<file path="src/pcrs_pkg.sv">
// Purpose: constants, command codes and carriers of the converter command register set
// Assumes: command framing, address and data bytes come from the bus interface logic
// Notes:   all linear-format values are held as raw 16-bit words
//
// How it works
// - writing code 03h clears every fault status bit and drops the alert output, except bits of a fault event arriving in the same cycle
// - code 01h turns output on or off; steering set by enable config; volatile
// - code 02h picks pin and command combination; resets to 16h; storable
// - code 10h gates writes to operating registers; resets 00h; storable
// - codes 11h and 15h copy every storable setting into the nonvolatile image
// - codes 12h and 16h reload every storable setting from the nonvolatile image
// - read-only code 19h returns B0h
// - code 1Bh masks status bits from the alert; power-good-low masked by default
// - read-only code 20h returns 17h
// - code 24h upper clamp on setpoint; restore value follows loop scaling; setpoint 0133h
// - code 2Bh lower clamp on setpoint; restore value follows loop scaling
// - code 27h slew rate, reset D03Ch, volatile
// - code 29h loop scaling ratio, reset F004h, storable, picks clamp restore values
// - codes 35h/36h start and stop input thresholds, F012h and F010h, storable
// - code 39h current sense offset, reset E000h, storable
// - code 41h overvoltage response, reset BFh, storable
// - code 45h undervoltage response, reset BFh, storable
// - code 46h overcurrent fault level, reset F854h, storable
// - code 47h overcurrent response, reset FFh, storable
// - code 4Ah overcurrent warning level, reset F84Ah, volatile
// - answer only at bus address 36 as loop master or 37 as loop slave
// - output enable follows pin alone, command alone, both together, or neither (run whenever powered)
package pcrs_pkg;

  // ----------------------------------------------------------------------
  // command codes
  // ----------------------------------------------------------------------
  localparam logic [7:0] CMD_ON_OFF     = 8'h01;
  localparam logic [7:0] CMD_EN_CFG     = 8'h02;
  localparam logic [7:0] CMD_CLR_FAULT  = 8'h03;
  localparam logic [7:0] CMD_WR_LOCK    = 8'h10;
  localparam logic [7:0] CMD_SAVE_DEF   = 8'h11;
  localparam logic [7:0] CMD_LOAD_DEF   = 8'h12;
  localparam logic [7:0] CMD_SAVE_USR   = 8'h15;
  localparam logic [7:0] CMD_LOAD_USR   = 8'h16;
  localparam logic [7:0] CMD_FEATURE    = 8'h19;
  localparam logic [7:0] CMD_ALERT_MASK = 8'h1B;
  localparam logic [7:0] CMD_FORMAT     = 8'h20;
  localparam logic [7:0] CMD_SETPOINT   = 8'h21;
  localparam logic [7:0] CMD_UPPER      = 8'h24;
  localparam logic [7:0] CMD_SLEW       = 8'h27;
  localparam logic [7:0] CMD_SCALE      = 8'h29;
  localparam logic [7:0] CMD_LOWER      = 8'h2B;
  localparam logic [7:0] CMD_VIN_START  = 8'h35;
  localparam logic [7:0] CMD_VIN_STOP   = 8'h36;
  localparam logic [7:0] CMD_CUR_OFS    = 8'h39;
  localparam logic [7:0] CMD_OV_RESP    = 8'h41;
  localparam logic [7:0] CMD_UV_RESP    = 8'h45;
  localparam logic [7:0] CMD_OC_LEVEL   = 8'h46;
  localparam logic [7:0] CMD_OC_RESP    = 8'h47;
  localparam logic [7:0] CMD_OC_WARN    = 8'h4A;

  // ----------------------------------------------------------------------
  // addresses (36 and 37 decimal), fixed values, bit positions
  // ----------------------------------------------------------------------
  localparam logic [6:0]  BUS_ADDR_MASTER = 7'h24;
  localparam logic [6:0]  BUS_ADDR_SLAVE  = 7'h25;
  localparam logic [7:0]  FEATURE_VALUE   = 8'hB0;
  localparam logic [7:0]  FORMAT_VALUE    = 8'h17;
  localparam logic [15:0] SCALE_ONE       = 16'hF004;
  localparam logic [15:0] SCALE_HALF      = 16'hF002;
  localparam logic [15:0] SCALE_QUARTER   = 16'hF001;
  localparam logic [15:0] UPPER_ONE       = 16'h034D;
  localparam logic [15:0] UPPER_HALF      = 16'h069A;
  localparam logic [15:0] UPPER_QUARTER   = 16'h0C00;
  localparam logic [15:0] LOWER_ONE       = 16'h00B3;
  localparam logic [15:0] LOWER_HALF      = 16'h0166;
  localparam logic [15:0] LOWER_QUARTER   = 16'h02CC;
  localparam int          ON_BIT          = 7;  // output on in the on/off command
  localparam int          CFG_PU_BIT      = 4;  // 0: run whenever powered
  localparam int          CFG_CMD_BIT     = 3;  // command must be on
  localparam int          CFG_PIN_BIT     = 2;  // pin must be active
  localparam int          CFG_POL_BIT     = 1;  // 1: pin active high
  localparam int          LOCK_ALL_BIT    = 7;
  localparam int          LOCK_OP_BIT     = 6;
  localparam int          LOCK_CFG_BIT    = 5;
  localparam int          ST_CML_BIT      = 1;  // communication fault
  localparam int          ST_PGOOD_BIT    = 3;  // power-good-low

  // ----------------------------------------------------------------------
  // carriers
  // ----------------------------------------------------------------------
  typedef struct packed {
    logic        write;
    logic [6:0]  addr;
    logic [7:0]  code;
    logic [15:0] data;
  } pcrs_req_t;

  typedef struct packed {
    logic        valid;
    logic        nack;
    logic [15:0] data;
  } pcrs_rsp_t;

  typedef struct packed {
    logic [7:0]  enableCfg;
    logic [7:0]  writeLock;
    logic [7:0]  alertMask;
    logic [15:0] setpoint;
    logic [15:0] scaleRatio;
    logic [15:0] startThresh;
    logic [15:0] stopThresh;
    logic [15:0] curOffset;
    logic [7:0]  ovResp;
    logic [7:0]  uvResp;
    logic [15:0] ocLevel;
    logic [7:0]  ocResp;
  } pcrs_store_t;

  typedef struct packed {
    logic [7:0]  onOff;
    logic [15:0] upperClamp;
    logic [15:0] slewRate;
    logic [15:0] lowerClamp;
    logic [15:0] ocWarn;
  } pcrs_vol_t;

  localparam pcrs_store_t STORE_RESET = '{
    enableCfg:   8'h16,
    writeLock:   8'h00,
    alertMask:   8'h08,
    setpoint:    16'h0133,
    scaleRatio:  16'hF004,
    startThresh: 16'hF012,
    stopThresh:  16'hF010,
    curOffset:   16'hE000,
    ovResp:      8'hBF,
    uvResp:      8'hBF,
    ocLevel:     16'hF854,
    ocResp:      8'hFF
  };

  localparam pcrs_vol_t VOL_RESET = '{
    onOff:      8'h80,
    upperClamp: 16'h034D,
    slewRate:   16'hD03C,
    lowerClamp: 16'h00B3,
    ocWarn:     16'hF84A
  };

endpackage

</file>
<file path="src/pcrs_register_set.sv">
// Purpose: command register set of a digitally managed step-down converter
// Assumes: one request per valid cycle, already framed and byte-assembled
// Notes:   nonvolatile image is modelled as a register bank beside the live set
`timescale 1ns/100ps

module pcrs_register_set
  import pcrs_pkg::*;
(
  input  wire logic        core_clk,
  input  wire logic        sys_rst,
  input  wire logic        reqValid,
  input  wire pcrs_req_t   req,
  input  wire logic        controlPin,
  input  wire logic        isLoopSlave,
  input  wire logic [7:0]  faultEvents,
  output pcrs_rsp_t        rsp,
  output logic             outputOn,
  output logic             alertOut,
  output logic [7:0]       faultStatus,
  output pcrs_store_t      cfgStore,
  output pcrs_vol_t        cfgVol,
  output logic [15:0]      setpointEff
);

  // ----------------------------------------------------------------------
  // state
  // ----------------------------------------------------------------------
  pcrs_store_t store_r;
  pcrs_store_t store_nxt;
  pcrs_store_t image_r;
  pcrs_store_t image_nxt;
  pcrs_vol_t   vol_r;
  pcrs_vol_t   vol_nxt;
  pcrs_rsp_t   rsp_r;
  pcrs_rsp_t   rsp_nxt;
  logic [7:0]  status_r;
  logic [7:0]  status_nxt;
  logic        alert_r;
  logic        outOn_r;
  logic [15:0] spEff_r;

  // ----------------------------------------------------------------------
  // request decode
  // ----------------------------------------------------------------------
  wire logic [6:0] ownAddr  = isLoopSlave ? BUS_ADDR_SLAVE : BUS_ADDR_MASTER;
  wire logic       addrHit  = (req.addr == ownAddr);
  wire logic       isWr     = reqValid & addrHit & req.write;
  wire logic       isRd     = reqValid & addrHit & ~req.write;
  wire logic [7:0] code     = req.code;
  wire logic [7:0] data8    = req.data[7:0];
  wire logic [15:0] data16  = req.data;

  wire logic codeRw = (code == CMD_ON_OFF)    | (code == CMD_EN_CFG)    |
                      (code == CMD_WR_LOCK)   | (code == CMD_ALERT_MASK)|
                      (code == CMD_SETPOINT)  | (code == CMD_UPPER)     |
                      (code == CMD_SLEW)      | (code == CMD_SCALE)     |
                      (code == CMD_LOWER)     | (code == CMD_VIN_START) |
                      (code == CMD_VIN_STOP)  | (code == CMD_CUR_OFS)   |
                      (code == CMD_OV_RESP)   | (code == CMD_UV_RESP)   |
                      (code == CMD_OC_LEVEL)  | (code == CMD_OC_RESP)   |
                      (code == CMD_OC_WARN);
  wire logic codeRo = (code == CMD_FEATURE) | (code == CMD_FORMAT);
  wire logic codeClr     = (code == CMD_CLR_FAULT);
  wire logic codeSave    = (code == CMD_SAVE_DEF) | (code == CMD_SAVE_USR);
  wire logic codeRestore = (code == CMD_LOAD_DEF) | (code == CMD_LOAD_USR);

  // ----------------------------------------------------------------------
  // write lock
  // ----------------------------------------------------------------------
  wire logic [7:0] lockVal = store_r.writeLock;
  wire logic exemptAll = (code == CMD_WR_LOCK);
  wire logic exemptOp  = exemptAll | (code == CMD_ON_OFF);
  wire logic exemptCfg = exemptOp | (code == CMD_EN_CFG) | (code == CMD_SETPOINT);
  wire logic lockOk = lockVal[LOCK_ALL_BIT] ? exemptAll :
                      lockVal[LOCK_OP_BIT]  ? exemptOp  :
                      lockVal[LOCK_CFG_BIT] ? exemptCfg : 1'b1;

  wire logic wrHit      = isWr & codeRw & lockOk;
  wire logic clrHit     = isWr & codeClr;
  wire logic saveHit    = isWr & codeSave;
  wire logic restoreHit = isWr & codeRestore & (lockVal == 8'h00);
  wire logic wrBad = isWr & ~(wrHit | clrHit | saveHit | restoreHit);
  wire logic rdBad = isRd & ~(codeRw | codeRo);
  wire logic badAccess = wrBad | rdBad;

  // ----------------------------------------------------------------------
  // clamp restore values follow the loop scaling
  // ----------------------------------------------------------------------
  wire logic [15:0] newScale = image_r.scaleRatio;
  wire logic [15:0] upperRestore = (newScale == SCALE_HALF)    ? UPPER_HALF    :
                                   (newScale == SCALE_QUARTER) ? UPPER_QUARTER :
                                   UPPER_ONE;
  wire logic [15:0] lowerRestore = (newScale == SCALE_HALF)    ? LOWER_HALF    :
                                   (newScale == SCALE_QUARTER) ? LOWER_QUARTER :
                                   LOWER_ONE;

  // ----------------------------------------------------------------------
  // read selection
  // ----------------------------------------------------------------------
  function automatic logic [15:0] readMux(input logic [7:0] c,
                                          input pcrs_store_t s,
                                          input pcrs_vol_t v);
    logic [15:0] r;
    r = 16'h0000;
    case (c)
      CMD_ON_OFF:     r = {8'h00, v.onOff};
      CMD_EN_CFG:     r = {8'h00, s.enableCfg};
      CMD_WR_LOCK:    r = {8'h00, s.writeLock};
      CMD_FEATURE:    r = {8'h00, FEATURE_VALUE};
      CMD_ALERT_MASK: r = {8'h00, s.alertMask};
      CMD_FORMAT:     r = {8'h00, FORMAT_VALUE};
      CMD_SETPOINT:   r = s.setpoint;
      CMD_UPPER:      r = v.upperClamp;
      CMD_SLEW:       r = v.slewRate;
      CMD_SCALE:      r = s.scaleRatio;
      CMD_LOWER:      r = v.lowerClamp;
      CMD_VIN_START:  r = s.startThresh;
      CMD_VIN_STOP:   r = s.stopThresh;
      CMD_CUR_OFS:    r = s.curOffset;
      CMD_OV_RESP:    r = {8'h00, s.ovResp};
      CMD_UV_RESP:    r = {8'h00, s.uvResp};
      CMD_OC_LEVEL:   r = s.ocLevel;
      CMD_OC_RESP:    r = {8'h00, s.ocResp};
      CMD_OC_WARN:    r = v.ocWarn;
      default:        r = 16'h0000;
    endcase
    return r;
  endfunction

  wire logic [15:0] rdData = readMux(code, store_r, vol_r);

  // ----------------------------------------------------------------------
  // storable settings: host writes and reload from the image
  // ----------------------------------------------------------------------
  always_comb begin
    store_nxt = store_r;
    if (restoreHit) begin
      store_nxt = image_r;
    end else if (wrHit) begin
      case (code)
        CMD_EN_CFG:     store_nxt.enableCfg   = data8;
        CMD_WR_LOCK:    store_nxt.writeLock   = data8;
        CMD_ALERT_MASK: store_nxt.alertMask   = data8;
        CMD_SETPOINT:   store_nxt.setpoint    = data16;
        CMD_SCALE:      store_nxt.scaleRatio  = data16;
        CMD_VIN_START:  store_nxt.startThresh = data16;
        CMD_VIN_STOP:   store_nxt.stopThresh  = data16;
        CMD_CUR_OFS:    store_nxt.curOffset   = data16;
        CMD_OV_RESP:    store_nxt.ovResp      = data8;
        CMD_UV_RESP:    store_nxt.uvResp      = data8;
        CMD_OC_LEVEL:   store_nxt.ocLevel     = data16;
        CMD_OC_RESP:    store_nxt.ocResp      = data8;
        default:        store_nxt = store_r;
      endcase
    end
  end

  // image only changes on an explicit save command or at reset
  assign image_nxt = saveHit ? store_r : image_r;

  // ----------------------------------------------------------------------
  // volatile settings
  // ----------------------------------------------------------------------
  always_comb begin
    vol_nxt = vol_r;
    if (restoreHit) begin
      vol_nxt.upperClamp = upperRestore;
      vol_nxt.lowerClamp = lowerRestore;
    end else if (wrHit) begin
      case (code)
        CMD_ON_OFF:  vol_nxt.onOff      = data8;
        CMD_UPPER:   vol_nxt.upperClamp = data16;
        CMD_SLEW:    vol_nxt.slewRate   = data16;
        CMD_LOWER:   vol_nxt.lowerClamp = data16;
        CMD_OC_WARN: vol_nxt.ocWarn     = data16;
        default:     vol_nxt = vol_r;
      endcase
    end
  end

  // ----------------------------------------------------------------------
  // fault status and alert; a new event wins over a clear
  // ----------------------------------------------------------------------
  wire logic [7:0] cmlEvent = {6'b00_0000, badAccess, 1'b0};
  wire logic [7:0] faultSet = faultEvents | cmlEvent;
  assign status_nxt = clrHit ? faultSet : (status_r | faultSet);
  wire logic alertNxt = |(status_nxt & ~store_nxt.alertMask);

  // ----------------------------------------------------------------------
  // output enable steering
  // ----------------------------------------------------------------------
  wire logic [7:0] cfgNow = store_nxt.enableCfg;
  wire logic pinActive = cfgNow[CFG_POL_BIT] ? controlPin : ~controlPin;
  wire logic cmdOn     = vol_nxt.onOff[ON_BIT];
  wire logic needCmd   = cfgNow[CFG_CMD_BIT];
  wire logic needPin   = cfgNow[CFG_PIN_BIT];
  wire logic outOnNxt  = ~cfgNow[CFG_PU_BIT] |
                         ((~needCmd | cmdOn) & (~needPin | pinActive));

  // ----------------------------------------------------------------------
  // setpoint clamp
  // ----------------------------------------------------------------------
  wire logic [15:0] spReq = store_nxt.setpoint;
  wire logic [15:0] spEffNxt = (spReq > vol_nxt.upperClamp) ? vol_nxt.upperClamp :
                               (spReq < vol_nxt.lowerClamp) ? vol_nxt.lowerClamp :
                               spReq;

  // ----------------------------------------------------------------------
  // response
  // ----------------------------------------------------------------------
  assign rsp_nxt.valid = isWr | isRd;
  assign rsp_nxt.nack  = badAccess;
  assign rsp_nxt.data  = (isRd & ~rdBad) ? rdData : 16'h0000;

  // ----------------------------------------------------------------------
  // registers
  // ----------------------------------------------------------------------
  always_ff @(posedge core_clk) begin
    if (sys_rst) begin
      store_r  <= STORE_RESET;
      image_r  <= STORE_RESET;
      vol_r    <= VOL_RESET;
      status_r <= 8'h00;
    end else begin
      store_r  <= store_nxt;
      image_r  <= image_nxt;
      vol_r    <= vol_nxt;
      status_r <= status_nxt;
    end
  end

  always_ff @(posedge core_clk) begin
    if (sys_rst) begin
      rsp_r   <= '0;
      alert_r <= 1'b0;
      outOn_r <= 1'b0;
      spEff_r <= 16'h0000;
    end else begin
      rsp_r   <= rsp_nxt;
      alert_r <= alertNxt;
      outOn_r <= outOnNxt;
      spEff_r <= spEffNxt;
    end
  end

  assign rsp         = rsp_r;
  assign alertOut    = alert_r;
  assign outputOn    = outOn_r;
  assign faultStatus = status_r;
  assign cfgStore    = store_r;
  assign cfgVol      = vol_r;
  assign setpointEff = spEff_r;

endmodule

</file>
<file path="config.mk">
export PLATFORM = sky130hd
export DESIGN_NAME = pcrs_register_set
export DESIGN_NICKNAME = d
export VERILOG_FILES = /design/src/pcrs_pkg.sv /design/src/pcrs_register_set.sv
export SDC_FILE = /design/constraint.sdc
export NUM_CORES = 1
export LEC_CHECK = 0
export BUFFER_PORTS_ARGS = -buffer_cell sky130_fd_sc_hd__buf_4
export CAP_MARGIN = 20
export CORE_ASPECT_RATIO = 1.25
export CORE_MARGIN = 5
export CORE_UTILIZATION = 50
export DETAILED_ROUTE_END_ITERATION = 16
export GPL_TIMING_DRIVEN = 0
export PLACE_DENSITY = 0.76
export SLEW_MARGIN = 20
export SYNTH_ARGS = -nofsm -noshare
export SYNTH_HDL_FRONTEND = slang
export SYNTH_SLANG_ARGS = --single-unit
</file>
<file path="constraint.sdc">
create_clock -name core_clk -period 5.88 [get_ports core_clk]
set_input_delay 0.294 -clock core_clk [delete_from_list [all_inputs] [get_ports core_clk]]
set_output_delay 0.294 -clock core_clk [all_outputs]
set_load 0.1 [all_outputs]
</file>
After elaboration in Yosys (flattened, before gate mapping)
Cells that the tools add are included.
- order comparisons: 2
- eq/ne operators: 27
- multiplexer cells: 36
- bitwise operators: 58
- reductions and logical operators: 27
- operators with widths (cell ; number):
    $pmux W16 S19 ; 1
    $mux W144 ; 2
    $mux W16 ; 14
    $eq A8 B6 Y1 const B ; 9
    $mux W72 ; 1
    $mux W8 ; 9
    $eq A8 B5 Y1 const B ; 7
    $eq A8 B7 Y1 const B ; 5
    $eq A16 B16 Y1 const B ; 2
    $or A1 B1 Y1 ; 31
    $mux W12 ; 2
    $reduce_bool A2 Y1 ; 11
    $mux W10 ; 2
    $reduce_and A2 Y1 ; 10
    $eq A8 B2 Y1 const B ; 2
    $gt A16 B16 Y1 ; 1
    $lt A16 B16 Y1 ; 1
    $and A1 B1 Y1 ; 13
    $not A1 Y1 ; 10
    $reduce_and A3 Y1 ; 3
    $and A8 B8 Y8 ; 1
    $eq A8 B1 Y1 const B ; 1
    $logic_not A8 Y1 ; 1
    $not A8 Y8 ; 1
    6 further kinds ; 10
- register bits after elaboration: 404
- input port bits: 45
- output and inout port bits: 260
- logic and storage cells: 188

Depth between registers and ports, before layout
Gate-level depths: netlist of the first run.
- word-level depth: 30
- mapped depth: 20
- mapped depth without buffers: 17

Worst setup path after synthesis of the first run
Ideal clock, no wire load.
- path kind: flip-flop to flip-flop
- from: register store_r (netlist bit lockVal[6])
- to: register spEff_r[11] (netlist: setpointEff[11])
- library setup time: 0.137 ns
- arrival time: 4.845 ns
- path slack: 0.898 ns
- cell stages (with the launch flop): 18
- period minus slack after synthesis: 4.982 ns
- cell sequence: dfxtp_1 and2_1 o32ai_1 a32oi_2 nor2_1 o211ai_1 mux2_2 o21ai_0 ha_1 a21o_1 a21o_1 a21oi_1 nor3_1 a2111oi_0 a22oi_1 clkbuf_1 a211oi_1 a211oi_1
- cells in the longest elaborated chain, start to end: 8
- elaborated cells between the ends (all ways): 14
- those cells by class: 2 x order compare; 9 x mux; 2 x bitwise; 1 x reduce/logical
- ends and longest elaborated chain (element ; line ; text):
    start, declared ; pcrs_register_set.sv:28 ; pcrs_store_t store_r;
    start signal, assigned ; pcrs_register_set.sv:225 ; store_r <= store_nxt;
    $mux W1 ; pcrs_register_set.sv:75 ; lockVal[LOCK_OP_BIT] ? exemptOp :
    $mux W1 ; pcrs_register_set.sv:74 ; wire logic lockOk = lockVal[LOCK_ALL_BIT] ? exemptAll :
    $and A1 B1 Y1 ; pcrs_register_set.sv:78 ; wire logic wrHit = isWr & codeRw & lockOk;
    $mux W144 / $mux W72 (equally long branches) ; pcrs_register_set.sv:139, pcrs_register_set.sv:169 ;
    $mux W144 / $mux W16 (equally long branches) ; pcrs_register_set.sv:137, pcrs_register_set.sv:166 ;
    $lt A16 B16 Y1 ; pcrs_register_set.sv:205 ; (spReq < vol_nxt.lowerClamp) ? vol_nxt.lowerClamp :
    $mux W16 ; pcrs_register_set.sv:205 ;
    $mux W16 (*) ; pcrs_register_set.sv:204 ; wire logic [15:0] spEffNxt = (spReq > vol_nxt.upperClamp) ? vol_nxt.upperClamp :
    end signal, assigned ; pcrs_register_set.sv:242 ; spEff_r <= spEffNxt;
    end, declared ; pcrs_register_set.sv:40 ; logic [15:0] spEff_r;
Every way passes the cells marked *; elsewhere a longest branch is shown, timed or not. The select of a mux whose other input is x is not followed.
A chain may end at the register's enable or synchronous reset.

Worst setup path in the final report of the first run
- from: register store_r (netlist bit lockVal[7])
- to: register spEff_r[11] (netlist: setpointEff[11])
- cells in the longest elaborated chain, start to end: 7
- elaborated cells between the ends (all ways): 13
- those cells by class: 2 x order compare; 8 x mux; 2 x bitwise; 1 x reduce/logical
- ends and longest elaborated chain (element ; line):
    $mux W1 ; pcrs_register_set.sv:74
    $and A1 B1 Y1 ; pcrs_register_set.sv:78
    $mux W144 / $mux W72 (equally long branches) ; pcrs_register_set.sv:139, pcrs_register_set.sv:169
    $mux W144 / $mux W16 (equally long branches) ; pcrs_register_set.sv:137, pcrs_register_set.sv:166
    $lt A16 B16 Y1 ; pcrs_register_set.sv:205
    $mux W16 ; pcrs_register_set.sv:205
    $mux W16 (*) ; pcrs_register_set.sv:204
Marked as above.

==> results of run 1 <==
-- final timing paths --
| check | start | end | slack, ps | cells past startpoint |
|---|---|---|---|---|
| setup / recovery | lockVal[7] | setpointEff[11] | 140 | 15 |
| hold / removal | faultEvents[4] | faultStatus[4] | 20 | 3 |
| setup reg to reg | lockVal[7] | setpointEff[11] | 140 | 15 |
| hold reg to reg | image_r[139] | image_r[139] | 460 | 2 |
-- worst max-delay path: stages (launching register included) --
cell and delay (ps):
dfxtp_1 650, o32ai_1 240, a32oi_4 510, nor2_2 190
o211ai_1 380, buf_2 450, mux2_2 380, a21oi_1 440
ha_1 240, nand4_1 100, nor3_1 550, nand2_1 170
a22oi_2 510, clkbuf_1 510, a211oi_1 90, a211oi_1 250
-- power by group --
group / switching (W) / internal (W)
Sequential: 0.00000273 / 0.00274
Clock: 0.00117 / 0.00154
Combinational: 0.000222 / 0.0000624
-- kinds of logic (layout without fill, tap and decap cells) --
| family | after synthesis | count (layout) | share of synthesized area [%] |
|---|---|---|---|
| xor+xnor | 3 | 3 | 0.1470 |
| other cells | 0 | 2 | 0 |
| flops | 404 | 404 | 45.25 |
| fa+ha+maj | 31 | 31 | 2.170 |
| mux | 71 | 71 | 4.243 |
| simple gates | 958 | 958 | 24.57 |
| buf+inv | 189 | 550 | 4.158 |
| compound gates | 544 | 544 | 19.46 |
-- layout make-up --
class                      instances  area, µm²
sequential                       404       8088
multi-input combinational       1607       9101
fill                            3173      13270
inverter                          15      56.30
clock buffer                      58       1189
clock inverter                    13      166.4
antenna                            2      5.005
buffer                           173      693.2
timing repair buffer             291       2192
tap                              474      593.1
-- synthesized netlist by cell type, types with 3 or more instances --
cell	count
nand2_1	577
dfxtp_1	404
a21oi_1	263
clkbuf_1	151
nor2_1	101
a22oi_1	99
nand3b_1	72
nand3_1	69
a211oi_1	39
mux2_2	38
mux2i_1	33
ha_1	31
o21ai_0	29
a222oi_1	25
nand2b_1	23
nor2b_1	23
a221oi_1	20
a22o_1	17
nand4_1	16
nor3_1	16
inv_1	15
a31oi_1	12
buf_2	11
or2_2	11
a21o_1	8
and3_1	7
and4_1	7
buf_1	7
nor4_1	6
o211ai_1	6
and2_1	5
a211o_1	4
nor3_2	4
buf_4	3
nor3b_1	3
o21a_1	3
o21ai_1	3
or3_1	3
or4_1	3
-- state kept, by name, summed over array words and instances, names as in the netlist --
signal and cells:
newScale 16, lockVal 8, cfgVol 72, cfgStore 136, alertOut 1, faultStatus 8, rsp 18, setpointEff 16
outputOn 1, image_r 128
-- per-stage QoR --
step           instances  cell area [µm²]  hold WS, ps  worst slack (ps)
6_report            3037            22080        23.97             137.1
3_3_place_gp        2961            20620        437.6             -1148
5_1_grt             3035            22080        48.81             22.67
2_1_floorplan       2200            17870        428.6             898.0
4_1_cts             3036            22040        18.00             86.64
3_5_place_dp        2962            20650        444.2            -766.6
-- placed cells by master, fill, tap and decap left out, types with 5 or more instances in the layout --
cell         n
nand2_1    577
dfxtp_1    404
buf_4      291
a21oi_1    263
clkbuf_1   148
nor2_1     100
a22oi_1     98
nand3b_1    72
nand3_1     69
clkbuf_16   40
a211oi_1    39
mux2_2      38
mux2i_1     33
ha_1        31
o21ai_0     28
a222oi_1    25
nor2b_1     23
nand2b_1    23
a221oi_1    20
a22o_1      17
nand4_1     16
inv_1       15
nor3_1      12
a31oi_1     12
clkbuf_8    12
buf_2       11
or2_2       11
clkbuf_2     9
a21o_1       8
nor3_2       8
and3_1       7
buf_1        7
and4_1       7
o211ai_1     6
nor4_1       6
and2_1       5
-- layer usage --
| metal | up-vias | part of all wire (%) |
|---|---|---|
| li1 | 8406 | - |
| met1 | 9464 | 33 |
| met2 | 1592 | 45 |
| met3 | 499 | 13 |
| met4 | 6 | 9.2 |
| met5 | - | 0.044 |
-- repair_timing --
item,in CTS,in global routing
setup endpoints to repair,15,16
gates resized for setup,2,8
hold buffers,3,0
endpoints found under the hold margin,3,0
==> flow_metrics.env, run 1 <==
export IMPL_utilization_pct=62.46
export IMPL_gr_max_usage_layer="met2"
export IMPL_vias=19967
export IMPL_ys_types=66
export IMPL_core_area_um2=35360
export IMPL_gr_total_overflow=0
export IMPL_die_h_um=221.4
export IMPL_use_met3_pct=12.26
export IMPL_cts_tree="built"
export IMPL_grt_setup_unrepaired="false"
export IMPL_rows=77
export IMPL_end_kind="flip-flop"
export IMPL_yosys_area_top_type_share_pct=45.25
export IMPL_powerDensity_nw_per_um2=260.0
export IMPL_antenna_found_initial=3
export IMPL_wirelength_um=90890
export IMPL_syn_area_um2=17870
export IMPL_grt_util_met1_pct=50.91
export IMPL_cts_htree_levels=2
export IMPL_synth_async_reset_ratio_pct=0
export IMPL_cp_required_ps=6350
export IMPL_grt_pass1_wl_um=126900
export IMPL_dp_hpwl_um=67970
export IMPL_grt_pass1_vias=18728
export IMPL_drv_slew=0
export IMPL_drt_iter0_drc=3184
export IMPL_cp_arrival_ps=6220
export IMPL_vias_per_cell=6.575
export IMPL_finalSetupViolCount=0
export IMPL_die_w_um=179.1
export IMPL_track_usage_pct=43.36
export IMPL_ys_top_cells_by_area="dfxtp_1, nand2_1, a21oi_1"
export IMPL_clkSinkCount=404
export IMPL_clk_pin_slew_ps=60
export IMPL_vdd_drop_max_mv=0.2169
export IMPL_gp_congestion=1.043
export IMPL_post_cts_buffers=0
export IMPL_drive_gt1_share_pct=17.61
export IMPL_synth_edf_count=0
export IMPL_finalHoldViolations=0
export IMPL_cp_start_kind="flip-flop"
export IMPL_grt_max_degree=16
export IMPL_maxCapViolations=0
export IMPL_clk_latency_ps=570
export IMPL_timing_fmax_ghz=0.1741
export IMPL_yosysWarnings=0
export IMPL_leakage_nw=8.715
export IMPL_ys_flop_type="dfxtp_1"
export IMPL_first_pass_iters=12
export IMPL_dieArea_um2=39650
export IMPL_io_buffers=287
export IMPL_avgSynthCellArea_um2=8.124
export IMPL_period_share_pct=97.67
export IMPL_slew_headroom_pct=19.79
export IMPL_ys_seq_area_share_pct=45.25
export IMPL_final_net_count=2608
export IMPL_path_max_fanout=10
export IMPL_tightest_slew_ps=1195
export IMPL_drc_errors=0
export IMPL_fin_tns_setup_ps=0
export IMPL_status="completed"
export IMPL_met2_usage_pct=67.48
export IMPL_synthCells=2200
export IMPL_hp_class="in -> reg"
export IMPL_period_needed_ps=5743
export IMPL_area_growth_pct=23.56
export IMPL_syn_nets=2276
export IMPL_cts_buffers=40
export IMPL_start_util_pct=50.55
export IMPL_skew_ps=29.00
export IMPL_crit_type="reg -> reg"
export IMPL_wire_per_inst_um=29.93
export IMPL_ios=305
export IMPL_ant_nets=0
export IMPL_synth_seq_cells=404
export IMPL_yosys_area_top_type="dfxtp_1"
export IMPL_clockRootBuffer="clkbuf_16"
export IMPL_p_total_w=0.005742
export IMPL_clockBufferDepth=3
No activity file was read; power rests on OpenSTA's default activity.
==> run 2, diff against run 1 <==
--- a/config.mk
+++ b/config.mk
@@ -5,7 +5,7 @@
 export SDC_FILE = /design/constraint.sdc
 export NUM_CORES = 1
 export LEC_CHECK = 0
-export BUFFER_PORTS_ARGS = -buffer_cell sky130_fd_sc_hd__buf_4
+export BUFFER_PORTS_ARGS = -buffer_cell sky130_fd_sc_hd__buf_2
 export CAP_MARGIN = 20
 export CORE_ASPECT_RATIO = 1.25
 export CORE_MARGIN = 5
==> run 2 against run 1 <==
- first-iteration DRC count decreased by 2.0%
- the run now ends with hold timing left
- cell count increased by 0.23%
- clock-buffer cell count increased by 7
- non-clock buffer count increased by 3
- total power decreased by 0.68%
- worst setup slack improved by 86 ps
==> flow_metrics.env, run 2 (synthesis gave the netlist of run 1 again) <==
export IMPL_status="complete, but fails checks"
export IMPL_violations="hold timing"
export IMPL_dieArea_um2=39650
export IMPL_layout_common_cells="nand2_1, dfxtp_1, buf_2, a21oi_1, clkbuf_1"
export IMPL_drv_slew=0
export IMPL_path_max_fanout=10
export IMPL_worst_path_buf_inv=3
export IMPL_powerDensity_nw_per_um2=266.7
export IMPL_intPower_w=0.004326
export IMPL_gp_congestion=1.094
export IMPL_wirelength_um=87560
export IMPL_vias=19794
export IMPL_cts_buffers=42
export IMPL_utilization_pct=60.47
export IMPL_drc_errors=0
export IMPL_dpl_cell_count=2963
export IMPL_maxCapViolations=0
export IMPL_leakage_nw=8.564
export IMPL_slowest_stage="clkbuf_1"
export IMPL_start_util_pct=50.55
export IMPL_crit_family="compound AO/OA/AOI/OAI gates"
export IMPL_final_net_count=2613
export IMPL_period_share_pct=96.21
export IMPL_post_cts_buffers=0
export IMPL_track_usage_pct=42.16
export IMPL_period_needed_ps=5657
export IMPL_fin_tns_setup_ps=0
export IMPL_io_buffers=287
export IMPL_finalHoldViolations=2
export IMPL_seq_power_share_pct=48.1
export IMPL_largest_reg_flops=136
export IMPL_grt_pass1_vias=18634
export IMPL_tightest_slew_ps=1343
export IMPL_die_h_um=221.4
export IMPL_pwr_share_clk_pct=47.1
export IMPL_cp_required_ps=6350
export IMPL_slew_headroom_pct=10.45
export IMPL_pwr_share_comb_pct=4.8
export IMPL_cts_tree="built"
export IMPL_cts_htree_levels=2
export IMPL_stdcell_count=3044
export IMPL_gr_total_overflow=0
export IMPL_holdWs_ps=-6.041
export IMPL_clk_latency_ps=560
export IMPL_timing_fmax_ghz=0.1768
export IMPL_regArea_um2=8088
export IMPL_area_growth_pct=19.64
export IMPL_crit_path_frequent_cell="a211oi_1"
export IMPL_worstPathCellList="and2_1 -> o32ai_1 -> a32oi_4 -> nor3b_4 -> buf_4 -> mux2_2 -> mux2i_1 -> inv_1 -> ha_1 -> o21a_1 -> o21ai_0 -> a21oi_1 -> a221o_1 -> nand2_1 -> a22oi_2 -> clkbuf_1 -> a211oi_1 -> a211oi_1"
export IMPL_clockBufferDepth=3
export IMPL_rows=77
export IMPL_multi_input_area_um2=9090
export IMPL_end_kind="flip-flop"
export IMPL_ant_nets=0
export IMPL_slowest_delay_ps=520
export IMPL_wire_per_inst_um=28.77
export IMPL_antenna_found_initial=3
export IMPL_clockRootBuffer="clkbuf_16"
export IMPL_cp_arrival_ps=6130
export IMPL_final_common_cell="nand2_1"
export IMPL_drt_iter0_drc=3119
export IMPL_ios=305
export IMPL_drive_gt1_share_pct=17.44
export IMPL_switching_share_pct=24.14
export IMPL_grt_pass1_wl_um=124000
export IMPL_fillers=3249
export IMPL_clk_pin_slew_ps=60
export IMPL_hp_class="in -> reg"
export IMPL_first_pass_iters=7
export IMPL_grt_max_degree=14
export IMPL_cp_start_kind="flip-flop"
export IMPL_die_w_um=179.1
export IMPL_crit_type="reg -> reg"
export IMPL_vdd_drop_max_mv=0.1744
export IMPL_vias_per_cell=6.503
export IMPL_core_area_um2=35360
export IMPL_skew_ps=11.94
export IMPL_finalSetupViolCount=0
export IMPL_dp_hpwl_um=65490
export IMPL_clkSinkCount=404
export IMPL_switchingPower_w=0.001377
[run 2: metal layers]
| layer | vias to the layer above | GRT usage (%) | part of all wire (%) |
|---|---|---|---|
| met1 | 9324 | 49.95 | 34 |
| met5 | - | 0 | 0.017 |
| met2 | 1594 | 63.08 | 43 |
| met3 | 466 | 13.13 | 14 |
| met4 | 2 | 32.20 | 10 |
| li1 | 8408 | - | - |
[run 2: per-stage QoR]
stage          total power (W)  setup WS [ps]  hold WS, ps  instance area [µm²]
3_5_place_dp          0.003064         -642.2        443.4                19950
3_3_place_gp          0.003061         -727.3        438.1                19900
4_1_cts               0.005669          89.28        3.051                21350
6_report              0.005703          223.0       -6.041                21380
2_1_floorplan         0.002958          898.0        428.6                17870
5_1_grt               0.005796         -7.563        16.85                21380
[run 2: final timing paths]
check,cells after the start,slack (ps),from,endpoint
setup reg to reg,18,220,lockVal[6],setpointEff[10]
setup / recovery,18,220,lockVal[6],setpointEff[10]
hold / removal,3,-6,faultEvents[7],faultStatus[7]
hold reg to reg,2,450,image_r[116],image_r[116]
[run 2: worst reg2reg max path: stages (launching register included)]
cell	delay, ps
dfxtp_1	430
and2_1	200
o32ai_1	380
a32oi_4	300
nor3b_4	510
buf_4	330
mux2_2	360
mux2i_1	470
inv_1	220
ha_1	350
o21a_1	110
o21ai_0	70
a21oi_1	220
a221o_1	210
nand2_1	80
a22oi_2	440
clkbuf_1	520
a211oi_1	120
a211oi_1	250
[run 2: timing repair]
item                                   CTS  global route
cloned                                   0             0
endpoints found under the hold margin    4             0
resized for setup                        1             9
pin swaps                                0             0
setup endpoints to repair               11            16
hold buffers                             4             0
[run 2: power by group through the flow]
stage / Combinational [W] / Sequential [W] / Clock [W]
after floorplan: 0.000104 / 0.00285 / 0
after global placement: 0.000255 / 0.00281 / 0
after detailed placement: 0.000257 / 0.00281 / 0
after CTS: 0.000260 / 0.00275 / 0.00266
after global routing: 0.000276 / 0.00274 / 0.00278
final: 0.000274 / 0.00275 / 0.00268
[run 2: final cells by class]
type / count / share of cell area, %
antenna: 1 / 0.01170
timing repair buffer: 294 / 7.045
sequential: 404 / 37.83
clock buffer: 65 / 5.934
clock inverter: 11 / 0.4096
tap: 474 / 2.774
inverter: 15 / 0.2633
multi-input combinational: 1607 / 42.51
buffer: 173 / 3.224
